$ cat src/logic/cfg_update_pkg.sv
// Constants and types of the configuration update control block
package cfg_update_pkg;
  localparam int NREG = 12;

  typedef logic [15:0]           word_t;
  typedef logic [NREG-1:0][15:0] cfg_bank_t;

  typedef enum logic [1:0] {
    ST_STANDBY    = 2'h0,
    ST_PUMP_START = 2'h1,
    ST_ACTIVE     = 2'h3
  } drive_state_t;

  // Register indices; byte address is four times the index
  localparam logic [5:0] IDX_STATUS    = 6'h03;
  localparam logic [5:0] IDX_FIRST_CFG = 6'h11;
  localparam logic [5:0] IDX_LAST_CFG  = 6'h1c;

  // Slots of the configuration bank, counted from the first index
  localparam logic [3:0] SLOT_SUPPLY = 4'h0;
  localparam logic [3:0] SLOT_ADC    = 4'h1;
  localparam logic [3:0] SLOT_PWM    = 4'h2;
  localparam logic [3:0] SLOT_WD     = 4'h4;
  localparam logic [3:0] SLOT_WD2    = 4'h5;
  localparam logic [3:0] SLOT_IDRIVE = 4'h6;

  // Supply configuration fields
  localparam word_t F_GATE_SUPPLY_SETPOINT       = 16'h0003;
  localparam word_t F_SENSE_REF_CFG              = 16'h000c;
  localparam word_t F_LOGIC_SUPPLY_OVERCURRENT   = 16'h0030;
  localparam word_t F_LOGIC_SUPPLY_SOFT_START    = 16'h00c0;
  localparam word_t F_BUCK_SWITCHING_FREQUENCY   = 16'h0300;
  localparam word_t F_LOGIC_SUPPLY_TURN_ON_DELAY = 16'h0c00;
  localparam word_t F_PUMP_PRECHARGE_ENABLE      = 16'h1000;
  // Switching configuration fields
  localparam word_t F_SWITCH_INPUT_MODE    = 16'h0007;
  localparam word_t F_FREEWHEEL_CONFIG     = 16'h0008;
  localparam word_t F_BRAKE_CONFIG         = 16'h0070;
  localparam word_t F_RECIRCULATION_SELECT = 16'h0080;
  // Watchdog fields
  localparam word_t F_WATCHDOG_ALL        = 16'h1fff;
  localparam word_t F_WATCHDOG2_STANDBY   = 16'h00ff;
  localparam word_t F_ROTOR_LOCK          = 16'h0e00;
  localparam word_t F_WATCHDOG_BUCK_DISABLE = 16'h1000;

  localparam word_t SB_SUPPLY = F_GATE_SUPPLY_SETPOINT | F_SENSE_REF_CFG |
                                F_BUCK_SWITCHING_FREQUENCY |
                                F_PUMP_PRECHARGE_ENABLE;
  localparam word_t SB_PWM    = F_SWITCH_INPUT_MODE | F_RECIRCULATION_SELECT;
  localparam word_t OTP_SUPPLY = F_LOGIC_SUPPLY_SOFT_START |
                                 F_LOGIC_SUPPLY_TURN_ON_DELAY;

  // Per-slot category masks, slot 11 first
  localparam cfg_bank_t STANDBY_MASK = {{6{16'h0000}}, F_WATCHDOG2_STANDBY,
    F_WATCHDOG_ALL, 16'h0000, SB_PWM, 16'h0000, SB_SUPPLY};
  localparam cfg_bank_t OTP_MASK = {{6{16'h0000}}, F_WATCHDOG_BUCK_DISABLE,
    {4{16'h0000}}, OTP_SUPPLY};
  localparam cfg_bank_t ALIGN_MASK = {{9{16'h0000}},
    F_FREEWHEEL_CONFIG | F_BRAKE_CONFIG, {2{16'h0000}}};

  localparam word_t      CFG_RESET    = 16'h0000;
  localparam logic [1:0] RESP_OKAY    = 2'h0;
  localparam logic [1:0] RESP_DECERR  = 2'h3;
  localparam logic [1:0] READ_LATENCY = 2'h2;
  localparam logic [1:0] BOOT_CAPTURE = 2'h2;
  localparam logic [1:0] BOOT_DONE    = 2'h3;
endpackage

$ cat src/logic/cfg_mem_if.sv
// Interface between the control logic and the written-copy memory
`timescale 1ns/10ps
interface cfg_mem_if;
  import cfg_update_pkg::*;
  logic       we;
  logic [3:0] waddr;
  word_t      wdata;
  word_t      wmask;
  logic [3:0] raddr;
  word_t      rdata;
  cfg_bank_t  words;
  modport ctrl (output we, waddr, wdata, wmask, raddr,
                input rdata, words);
  modport mem  (input we, waddr, wdata, wmask, raddr,
                output rdata, words);
endinterface

$ cat src/logic/cfg_word_mem.sv
// Host-visible written copies of the configuration words
`timescale 1ns/10ps
module cfg_word_mem (
  // Clock and reset
  input wire logic ref_clk,
  input wire logic arst_n,
  // Access port
  cfg_mem_if.mem   port
);
  import cfg_update_pkg::*;

  typedef struct packed {
    cfg_bank_t words;
    word_t     rdata;
  } mem_state_t;

  mem_state_t s;
  mem_state_t next_s;

  always_comb begin
    next_s = s;
    if (port.we && port.waddr < 4'(NREG)) begin
      next_s.words[port.waddr] = (s.words[port.waddr] & ~port.wmask) |
                                 (port.wdata & port.wmask);
    end
    next_s.rdata = (port.raddr < 4'(NREG)) ? s.words[port.raddr] : '0;
  end

  always_ff @(posedge ref_clk or negedge arst_n) begin
    if (!arst_n) begin
      s <= {{NREG{CFG_RESET}}, 16'h0000};
    end else begin
      s <= next_s;
    end
  end

  assign port.rdata = s.rdata;
  assign port.words = s.words;
endmodule

$ cat src/logic/config_shadow_update_control.sv
// Configuration shadow and update control with AXI4-Lite register access
//
// How it works
// Writes to every configuration word are accepted at any time.
// Immediate fields reach the effective copy two cycles after the write.
// Freewheel and brake fields change only on a period or brake event while active.
// Standby fields act only while drive enable is low.
// Reads return the written value even when the effective copy lags.
// Pending standby values are copied when the drive returns to standby.
// Host should write standby fields before raising drive enable.
// One-time fields come only from the image captured after reset.
// Converter request, select and filter fields are plain immediate bits.
// Supply fields split into standby, immediate and one-time categories.
// Input mode and recirculation wait; freewheel and brake wait for an event.
// Watchdog fields wait, rotor lock is immediate, buck disable one-time.
// Gate current, timing, dead time, pump clock fields are immediate.
// Drive enable low while active stops pumps, switching, to standby.
// Each standby field has a written copy and a separate effective copy.
`timescale 1ns/10ps
module config_shadow_update_control (
  // Clock and reset
  input  wire logic                       ref_clk,
  input  wire logic                       arst_n,
  // AXI4-Lite write address
  input  wire logic                       s_axi_awvalid,
  output logic                            s_axi_awready,
  input  wire logic [7:0]                 s_axi_awaddr,
  // AXI4-Lite write data
  input  wire logic                       s_axi_wvalid,
  output logic                            s_axi_wready,
  input  wire logic [31:0]                s_axi_wdata,
  input  wire logic [3:0]                 s_axi_wstrb,
  // AXI4-Lite write response
  output logic                            s_axi_bvalid,
  input  wire logic                       s_axi_bready,
  output logic [1:0]                      s_axi_bresp,
  // AXI4-Lite read address
  input  wire logic                       s_axi_arvalid,
  output logic                            s_axi_arready,
  input  wire logic [7:0]                 s_axi_araddr,
  // AXI4-Lite read data
  output logic                            s_axi_rvalid,
  input  wire logic                       s_axi_rready,
  output logic [31:0]                     s_axi_rdata,
  output logic [1:0]                      s_axi_rresp,
  // Device pins
  input  wire logic                       drive_enable_input,
  input  wire logic                       pump_ready,
  input  wire logic                       pwm_period_event,
  input  wire logic                       brake_event,
  input  wire logic [15:0]                otp_supply_image,
  input  wire logic [15:0]                otp_watchdog2_image,
  // Effective configuration and drive control
  output cfg_update_pkg::cfg_bank_t       effective_cfg,
  output logic                            pump_enable,
  output logic                            switch_path_enable,
  output cfg_update_pkg::drive_state_t    drive_state
);
  import cfg_update_pkg::*;

  typedef struct packed {
    logic [1:0]   den_sync;
    logic [1:0]   rdy_sync;
    logic [2:0]   pwm_sync;
    logic [2:0]   brk_sync;
    word_t        otp_a1;
    word_t        otp_a2;
    word_t        otp_b1;
    word_t        otp_b2;
    word_t        otp_supply;
    word_t        otp_wd2;
    logic [1:0]   boot_cnt;
    drive_state_t drv;
    logic         pump_en;
    logic         sw_en;
    cfg_bank_t    eff;
    logic         awready;
    logic         wready;
    logic         aw_ok;
    logic         w_ok;
    logic [7:0]   waddr;
    logic [31:0]  wdata;
    logic [3:0]   wstrb;
    logic         bvalid;
    logic [1:0]   bresp;
    logic         arready;
    logic         ar_busy;
    logic [1:0]   rd_wait;
    logic [7:0]   raddr;
    logic         rvalid;
    logic [31:0]  rdata;
    logic [1:0]   rresp;
  } ctrl_state_t;

  ctrl_state_t s;
  ctrl_state_t next_s;

  cfg_mem_if mem ();

  logic den_level;
  logic rdy_level;
  logic pwm_rise;
  logic brk_rise;
  logic align_ok;

  function automatic logic cfg_hit(input logic [7:0] addr);
    cfg_hit = addr[7:2] >= IDX_FIRST_CFG && addr[7:2] <= IDX_LAST_CFG;
  endfunction

  function automatic logic [3:0] cfg_slot(input logic [7:0] addr);
    cfg_slot = 4'(addr[7:2] - IDX_FIRST_CFG);
  endfunction

  cfg_word_mem u_mem (
    .ref_clk (ref_clk),
    .arst_n  (arst_n),
    .port    (mem.mem)
  );

  // Levels use the second synchroniser stage; event edges also use the third
  assign den_level = s.den_sync[1];
  assign rdy_level = s.rdy_sync[1];
  assign pwm_rise  = s.pwm_sync[1] & ~s.pwm_sync[2];
  assign brk_rise  = s.brk_sync[1] & ~s.brk_sync[2];
  // Aligned fields move freely outside the active state
  assign align_ok  = pwm_rise || brk_rise || s.drv != ST_ACTIVE;

  assign mem.waddr = cfg_slot(s.waddr);
  assign mem.wdata = s.wdata[15:0];
  assign mem.wmask = {{8{s.wstrb[1]}}, {8{s.wstrb[0]}}};
  assign mem.raddr = cfg_slot(s.raddr);
  // Write is done once both address and data are held
  assign mem.we    = s.aw_ok && s.w_ok && !s.bvalid &&
                     cfg_hit(s.waddr);

  always_comb begin
    word_t upd;
    word_t otp_w;
    upd    = '0;
    otp_w  = '0;
    next_s = s;

    // Pin synchronisers
    next_s.den_sync = {s.den_sync[0], drive_enable_input};
    next_s.rdy_sync = {s.rdy_sync[0], pump_ready};
    next_s.pwm_sync = {s.pwm_sync[1:0], pwm_period_event};
    next_s.brk_sync = {s.brk_sync[1:0], brake_event};
    next_s.otp_a1   = otp_supply_image;
    next_s.otp_a2   = s.otp_a1;
    next_s.otp_b1   = otp_watchdog2_image;
    next_s.otp_b2   = s.otp_b1;

    // One-time image is taken once, shortly after reset release
    if (s.boot_cnt != BOOT_DONE) begin
      next_s.boot_cnt = s.boot_cnt + 2'h1;
    end
    if (s.boot_cnt == BOOT_CAPTURE) begin
      next_s.otp_supply = s.otp_a2;
      next_s.otp_wd2    = s.otp_b2;
    end

    // Drive state machine
    case (s.drv)
      ST_STANDBY: begin
        if (den_level) begin
          next_s.drv = ST_PUMP_START;
        end
      end
      ST_PUMP_START: begin
        if (!den_level) begin
          next_s.drv = ST_STANDBY;
        end else if (rdy_level) begin
          next_s.drv = ST_ACTIVE;
        end
      end
      ST_ACTIVE: begin
        if (!den_level) begin
          next_s.drv = ST_STANDBY;
        end
      end
      default: begin
        next_s.drv = ST_STANDBY;
      end
    endcase
    next_s.pump_en = next_s.drv != ST_STANDBY;
    next_s.sw_en   = next_s.drv == ST_ACTIVE;

    // Effective copies built per slot from the category masks
    for (int i = 0; i < NREG; i++) begin
      upd = ~STANDBY_MASK[i] & ~OTP_MASK[i];
      if (!align_ok) begin
        upd = upd & ~ALIGN_MASK[i];
      end
      if (!den_level) begin
        upd = upd | STANDBY_MASK[i];
      end
      if (4'(i) == SLOT_SUPPLY) begin
        otp_w = s.otp_supply;
      end else if (4'(i) == SLOT_WD2) begin
        otp_w = s.otp_wd2;
      end else begin
        otp_w = '0;
      end
      next_s.eff[i] = (mem.words[i] & upd) |
                      (s.eff[i] & ~upd & ~OTP_MASK[i]) |
                      (otp_w & OTP_MASK[i]);
    end

    // Write channels, taken in either order
    if (s_axi_awvalid && s.awready) begin
      next_s.aw_ok = 1'b1;
      next_s.waddr = s_axi_awaddr;
    end
    if (s_axi_wvalid && s.wready) begin
      next_s.w_ok  = 1'b1;
      next_s.wdata = s_axi_wdata;
      next_s.wstrb = s_axi_wstrb;
    end
    if (s.aw_ok && s.w_ok && !s.bvalid) begin
      next_s.bvalid = 1'b1;
      next_s.bresp  = (cfg_hit(s.waddr) ||
                       s.waddr[7:2] == IDX_STATUS) ? RESP_OKAY : RESP_DECERR;
    end
    if (s.bvalid && s_axi_bready) begin
      next_s.bvalid = 1'b0;
      next_s.aw_ok  = 1'b0;
      next_s.w_ok   = 1'b0;
    end
    next_s.awready = !next_s.aw_ok;
    next_s.wready  = !next_s.w_ok;

    // Read channel; configuration data comes from the memory register
    if (s_axi_arvalid && s.arready) begin
      next_s.ar_busy = 1'b1;
      next_s.raddr   = s_axi_araddr;
      next_s.rd_wait = READ_LATENCY;
    end
    if (s.rd_wait != 2'h0) begin
      next_s.rd_wait = s.rd_wait - 2'h1;
    end
    if (s.rd_wait == 2'h1) begin
      next_s.rvalid = 1'b1;
      next_s.rresp  = RESP_OKAY;
      if (cfg_hit(s.raddr)) begin
        next_s.rdata = {16'h0000, mem.rdata};
      end else if (s.raddr[7:2] == IDX_STATUS) begin
        next_s.rdata = {28'h000_0000, s.pump_en, den_level, s.drv};
      end else begin
        next_s.rdata = 32'h0000_0000;
        next_s.rresp = RESP_DECERR;
      end
    end
    if (s.rvalid && s_axi_rready) begin
      next_s.rvalid  = 1'b0;
      next_s.ar_busy = 1'b0;
    end
    next_s.arready = !next_s.ar_busy;
  end

  always_ff @(posedge ref_clk or negedge arst_n) begin
    if (!arst_n) begin
      s <= '0;
    end else begin
      s <= next_s;
    end
  end

  assign s_axi_awready      = s.awready;
  assign s_axi_wready       = s.wready;
  assign s_axi_bvalid       = s.bvalid;
  assign s_axi_bresp        = s.bresp;
  assign s_axi_arready      = s.arready;
  assign s_axi_rvalid       = s.rvalid;
  assign s_axi_rdata        = s.rdata;
  assign s_axi_rresp        = s.rresp;
  assign effective_cfg      = s.eff;
  assign pump_enable        = s.pump_en;
  assign switch_path_enable = s.sw_en;
  assign drive_state        = s.drv;
endmodule

$ cat config.mk
export PLATFORM = sky130hd
export DESIGN_NAME = config_shadow_update_control
export DESIGN_NICKNAME = d
export VERILOG_FILES = /design/src/logic/cfg_update_pkg.sv /design/src/logic/cfg_mem_if.sv /design/src/logic/cfg_word_mem.sv /design/src/logic/config_shadow_update_control.sv
export SDC_FILE = /design/constraint.sdc
export NUM_CORES = 1
export LEC_CHECK = 0
export CAP_MARGIN = 20
export CORE_MARGIN = 3
export CORE_UTILIZATION = 60
export CTS_BUF_LIST = sky130_fd_sc_hd__clkbuf_16
export CTS_CLUSTER_DIAMETER = 200
export DETAILED_ROUTE_END_ITERATION = 8
export DONT_BUFFER_PORTS = 1
export GPL_ROUTABILITY_DRIVEN = 0
export PLACE_DENSITY = 0.78
export SLEW_MARGIN = 20
export SYNTH_ARGS = -nofsm -noshare
export SYNTH_HDL_FRONTEND = slang
export SYNTH_HIERARCHICAL = 1
export SYNTH_SLANG_ARGS = --single-unit
$ cat constraint.sdc
create_clock -name ref_clk -period 5.8 [get_ports ref_clk]
set_input_delay 1.16 -clock ref_clk [delete_from_list [all_inputs] [get_ports ref_clk]]
set_output_delay 1.16 -clock ref_clk [all_outputs]
set_load 0.02 [all_outputs]
==> impl_metrics.toml, run 1 <==
[clocking]
cts_sinks = 489
clkLatencyLatePin_ns = 0.58
hold_buffers = 0
cts_resized = 0
numCtsBuffers = 49
root_buffer = "clkbuf_16"
clockBufferDepth = 3
post-cts-setup-buffers = 0
htree_num_levels = 2
clkTransAtPathRegs_ns = 0.06
cts_tree = "done"

[floorplanning]
dieWidth_um = 194
core_area_um2 = 34800
ios = 332
die_h_um = 194
dieArea_um2 = 37800
num_rows = 68
initial_utilization_pct = 61.3

[synthesis]
yosysWarnings = 6
netlist_area_um2 = 21300
synth-seq-area-share_pct = 57.4
synth-seq-cells = 489
syn_inst = 1535
syn_area_per_cell_um2 = 13.9
ys_types = 53
synthFlopType = "dfrtp_1"
synth_edf_count = 0
async_flop_share_pct = 100

[route]
drt_iter0_markers = 1066
wl_mm = 48.8
antenna_left = 0
drc = 0
dr.pass1.iters = 6
wl_per_cell_um = 27.0
vias_per_cell = 6.16
vias = 11100

[setup_path]
worst_setup_path_start_kind = "flip-flop"
r2r_cells = 8
worst-path-max-fanout = 60
worstPathArrival_ns = 4.10
cp.required_ns = 6.25
cp-end-kind = "flip-flop"
crit_type = "reg -> reg"

[sta]
fin_skew_ns = 0.0106
finalCriticalPeriod_ns = 3.65
final-hold-violation-count = 0
tightest_slew_ns = 1.14
max_freq_ghz = 0.274
holdWs_ns = 0.279
setup_violations = 0
rsz0062_at_grt = "false"
drv_slew = 0
finalCritPeriodShare_pct = 63.0
setup_tns_ns = 0
slew-limit-headroom_pct = 23.9

[power]
powerDensity_nw_per_um2 = 632
p_leak_uw = 0.0103
vdd.ir_drop.worst_mv = 0.376

[final_layout]
nets = 1418
nFillCells = 2525
antenna_cells = 0
stdcell_area_um2 = 21600
fin_util_pct = 62.2
layout-area-overhead-vs-synth_pct = 1.47
fin_cells = 1808
drive_gt1_share_pct = 30.8

[place]
dpl.cell_count = 1718
port_buffers = 0
placed_area_um2 = 20000
dpl.hpwl_mm = 31.6

[grt]
grt_overflow_total = 0
antenna_found_initial = 2
grt_start_max_net_pins = 490
grt_pass1_wl_mm = 74.4
grt_pass1_vias = 11400
track_usage_pct = 25.8

[worst_hold_path]
hold_path.class = "in -> async"

[outcome]
outcome = "finished clean"

[flow_run]
drv_cap = 0
[through the flow]
stage / power, uW / worst slack (ns)
after CTS: 13700 / 2.27
after detailed placement: 10500 / 2.30
final: 13700 / 2.15
after floorplan: 9740 / 3.16
after global placement: 10300 / 2.38
after global routing: 14300 / 2.06
[cell usage after synthesis, types with 2 or more instances]
master      n  area [um2]
dfrtp_1   489       12200
buf_4     235        1760
mux2_2    218        2450
nor2_1     71         267
mux4_2     64        1440
a21oi_1    53         265
nand2_1    41         154
buf_2      37         185
inv_1      33         124
mux2i_1    33         330
o22ai_1    32         200
clkbuf_1   24        90.1
o21ai_0    24         120
nor2b_1    22         138
a211o_1    16         140
a21boi_0   12        90.1
a22o_1     12         105
a211oi_2   10         125
mux2_1     10         113
nand2b_1   10        62.6
o31ai_4    10         213
ha_1        9         113
a211oi_1    6        45.0
nor3_1      6        30.0
o31ai_2     6        75.1
a21boi_1    4        30.0
buf_1       4        15.0
nand3b_1    4        30.0
nor4_1      4        25.0
xor2_1      4        35.0
buf_6       3        33.8
nand3_1     3        15.0
a21o_1      2        15.0
a221o_1     2        20.0
a221o_2     2        22.5
nor2_2      2        12.5
o21a_1      2        15.0
[critical path, cell delays in order (launching register included)]
cell     delay, ns
dfrtp_1       0.39
inv_1         0.07
ha_1          0.33
inv_4         0.60
buf_4         0.67
mux2_2        0.41
o22ai_1       0.46
o31ai_4       0.19
mux2_1        0.33
[cells by family after synthesis]
| group | synth area share (%) |
|---|---|
| AO/OA/AOI/OAI | 7.18 |
| XOR/XNOR | 0.205 |
| adder cells (fa/ha/maj) | 0.528 |
| buffers and inverters | 10.4 |
| flip-flops | 57.4 |
| multiplexers | 20.4 |
| other | 0.0176 |
| AND/OR/NAND/NOR | 3.91 |
[path summary, 6_finish.rpt]
check                                       from                          endpoint  slack [ns]
max                            s[88]$_DFFE_PN0P_  u_mem/port.words[11]$_DFFE_PN0P_        2.15
min                                       arst_n       effective_cfg[10]$_DFF_PN0_        0.28
max reg2reg                    s[88]$_DFFE_PN0P_  u_mem/port.words[11]$_DFFE_PN0P_        2.15
min reg2reg                next_s[366]$_DFF_PN0_                  s[366]$_DFF_PN0_        0.35
max in group asynchronous                 arst_n      effective_cfg[187]$_DFF_PN0_        4.97
min in group ref_clk       next_s[366]$_DFF_PN0_                  s[366]$_DFF_PN0_        0.35
[metal layers]
metal	share of wire, %	up-vias	GRT usage, %
met5	0.15	-	1.15
met3	9.4	63	8.44
met2	45	478	37.8
met4	1.6	4	4.71
met1	44	5857	38.6
li1	-	4729	-
[flip-flops by register name (all words and copies together) (netlist names), 2 cells and up, named ones only]
register and cells:
u_mem/port.words 192, effective_cfg 156, s 31, mem.wdata 16, s_axi_rdata 16, u_mem/port.rdata 16, next_s 11, drive_state 2
mem.wmask 2
[area by class of cell]
cell class              count  area [um2]  area share [%]
repair buffers             17         135           0.625
clock buffers              51        1280            5.90
inverters                  33         128           0.590
multi-input cells         724        6970            32.2
clock inverters            39         318            1.47
flip-flops and latches    489       12200            56.6
well taps                 455         569            2.63
[report_power, final]
group | switching [uW] | internal, uW
registers | 1700 | 4550
logic | 2510 | 1780
clock network | 1310 | 1810
[cell usage in the layout, fill, tap and decap left out, types with 32 or more instances in the layout]
| cell | instances |
|---|---|
| mux4_2 | 64 |
| clkbuf_16 | 51 |
| o22ai_1 | 32 |
| dfrtp_1 | 489 |
| mux2i_1 | 33 |
| nor2_1 | 68 |
| mux2_2 | 218 |
| inv_1 | 39 |
| nand2_1 | 41 |
| a21oi_1 | 53 |
(Power assumes the default switching activity.)
==> run 2, diff against run 1 <==
==> constraint.sdc (replaced) <==
create_clock -name ref_clk -period 3.5 [get_ports ref_clk]
set_input_delay 0.7 -clock ref_clk [delete_from_list [all_inputs] [get_ports ref_clk]]
set_output_delay 0.7 -clock ref_clk [all_outputs]
set_load 0.02 [all_outputs]
==> impl_metrics.toml, run 2 (synthesized netlist as in run 1, its figures left out) <==
[setup_path]
worst_setup_path_start_kind = "flip-flop"
cp-end-kind = "flip-flop"
cp.required_ns = 4.00
slowest_stage = "o31ai_2"
r2r_slack_ns = 0.50
cp.buffers_inverters = 3
worst-path-max-fanout = 64
r2r-end = "u_mem/port.words[17]$_DFFE_PN0P_"
worstPathArrival_ns = 3.50
r2r_cells = 8
regToRegStartpoint = "s[88]$_DFFE_PN0P_"
critPathMaxStageDelay_ns = 0.65
cp_cell_sequence = "inv_1 -> ha_1 -> inv_4 -> buf_12 -> mux2i_1 -> a211o_1 -> o31ai_2 -> mux2_2"
crit_type = "reg -> reg"
cp_top_family = "compound AO/OA/AOI/OAI gates"

[final_layout]
largest_reg_flops = 192
antenna_cells = 0
layout_common_cells = "dfrtp_1, mux2_2, nor2_1"
mostFrequentLayoutCell = "dfrtp_1"
drive_gt1_share_pct = 31.2
nets = 1428
layout-area-overhead-vs-synth_pct = 1.94

[grt]
grt_overflow_total = 0
antenna_found_initial = 0
grt_start_max_net_pins = 490
grt_pass1_vias = 11500
grt_pass1_wl_mm = 74.6
track_usage_pct = 25.8

[route]
dr.pass1.iters = 6
antenna_left = 0
wl_per_cell_um = 26.9
drt_iter0_markers = 955
wl_mm = 48.9
drc = 0
vias = 11200
vias_per_cell = 6.17

[floorplanning]
dieArea_um2 = 37800
dieWidth_um = 194
ios = 332
num_rows = 68
core_area_um2 = 34800
die_h_um = 194
initial_utilization_pct = 61.3

[sta]
slew-limit-headroom_pct = -15.6
setup_tns_ns = 0
rsz0062_at_grt = "false"
drv_slew = 192
fin_skew_ns = 0.0245
setup_violations = 0
finalCriticalPeriod_ns = 3.00
holdWs_ns = -0.190
final-hold-violation-count = 178
tightest_slew_ns = 1.73
max_freq_ghz = 0.334
finalCritPeriodShare_pct = 85.6

[clocking]
numCtsBuffers = 49
root_buffer = "clkbuf_16"
cts_resized = 0
post-cts-setup-buffers = 0
cts_sinks = 489
clkLatencyLatePin_ns = 0.59
clkTransAtPathRegs_ns = 0.07
htree_num_levels = 2
clockBufferDepth = 3
cts_tree = "done"

[power]
powerDensity_nw_per_um2 = 1050
vdd.ir_drop.worst_mv = 0.638
p_leak_uw = 0.0104

[outcome]
outcome = "finished with violations"
violations = "negative hold slack, max-slew violations"

[place]
port_buffers = 0
dpl.hpwl_mm = 32.4

[worst_hold_path]
hold_path.class = "in -> async"

[flow_run]
drv_cap = 0
[run 2: routing by layer]
layer | track usage (%) | vias up | wire [um]
li1 | - | 4745 | -
met1 | 38.3 | 5888 | 21300
met2 | 37.7 | 530 | 21700
met3 | 7.92 | 68 | 4850
met4 | 6.86 | 0 | 1030
met5 | 0 | - | 0
[run 2: report_power, final]
group | leakage, uW | switching, uW | total (uW) | internal (uW)
clock | 0.000821 | 2160 | 5230 | 3070
combinational | 0.00294 | 4090 | 7120 | 3030
sequential | 0.00659 | 2940 | 10500 | 7540
[run 2: worst max path at each step]
stage	from	end	slack, ns	cells after the start
global route	s[89]$_DFFE_PN0P_	u_mem/port.words[50]$_DFFE_PN0P_	0.34	9
finish	s[88]$_DFFE_PN0P_	u_mem/port.words[17]$_DFFE_PN0P_	0.50	8
CTS	s[89]$_DFFE_PN0P_	u_mem/port.words[49]$_DFFE_PN0P_	0.56	9
floorplan	s[88]$_DFFE_PN0P_	u_mem/port.words[53]$_DFFE_PN0P_	0.86	9
detailed placement	s[89]$_DFFE_PN0P_	u_mem/port.words[61]$_DFFE_PN0P_	0.59	9
global placement	s[89]$_DFFE_PN0P_	u_mem/port.words[62]$_DFFE_PN0P_	0.54	9
[run 2: area by class of cell]
class / count / area (um2)
Inverter: 33 / 128
Clock inverter: 41 / 338
Fill cell: 2494 / 13100
Timing Repair Buffer: 27 / 228
Sequential cell: 489 / 12200
Tap cell: 455 / 569
Multi-Input combinational cell: 724 / 6960
Clock buffer: 51 / 1280
[run 2: through the flow]
stage | setup WS [ns] | total power [uW] | instances | cell area, um2 | util (%)
2_1_floorplan | 0.865 | 16100 | 1550 | 21400 | -
3_5_place_dp | 0.588 | 17600 | 1728 | 20100 | 57.8
6_report | 0.504 | 22800 | 1820 | 21700 | 62.5
5_1_grt | 0.338 | 23900 | 1820 | 21700 | 62.5
4_1_cts | 0.555 | 22900 | 1820 | 21700 | 62.5
3_3_place_gp | 0.542 | 17200 | 1728 | 20100 | 57.8
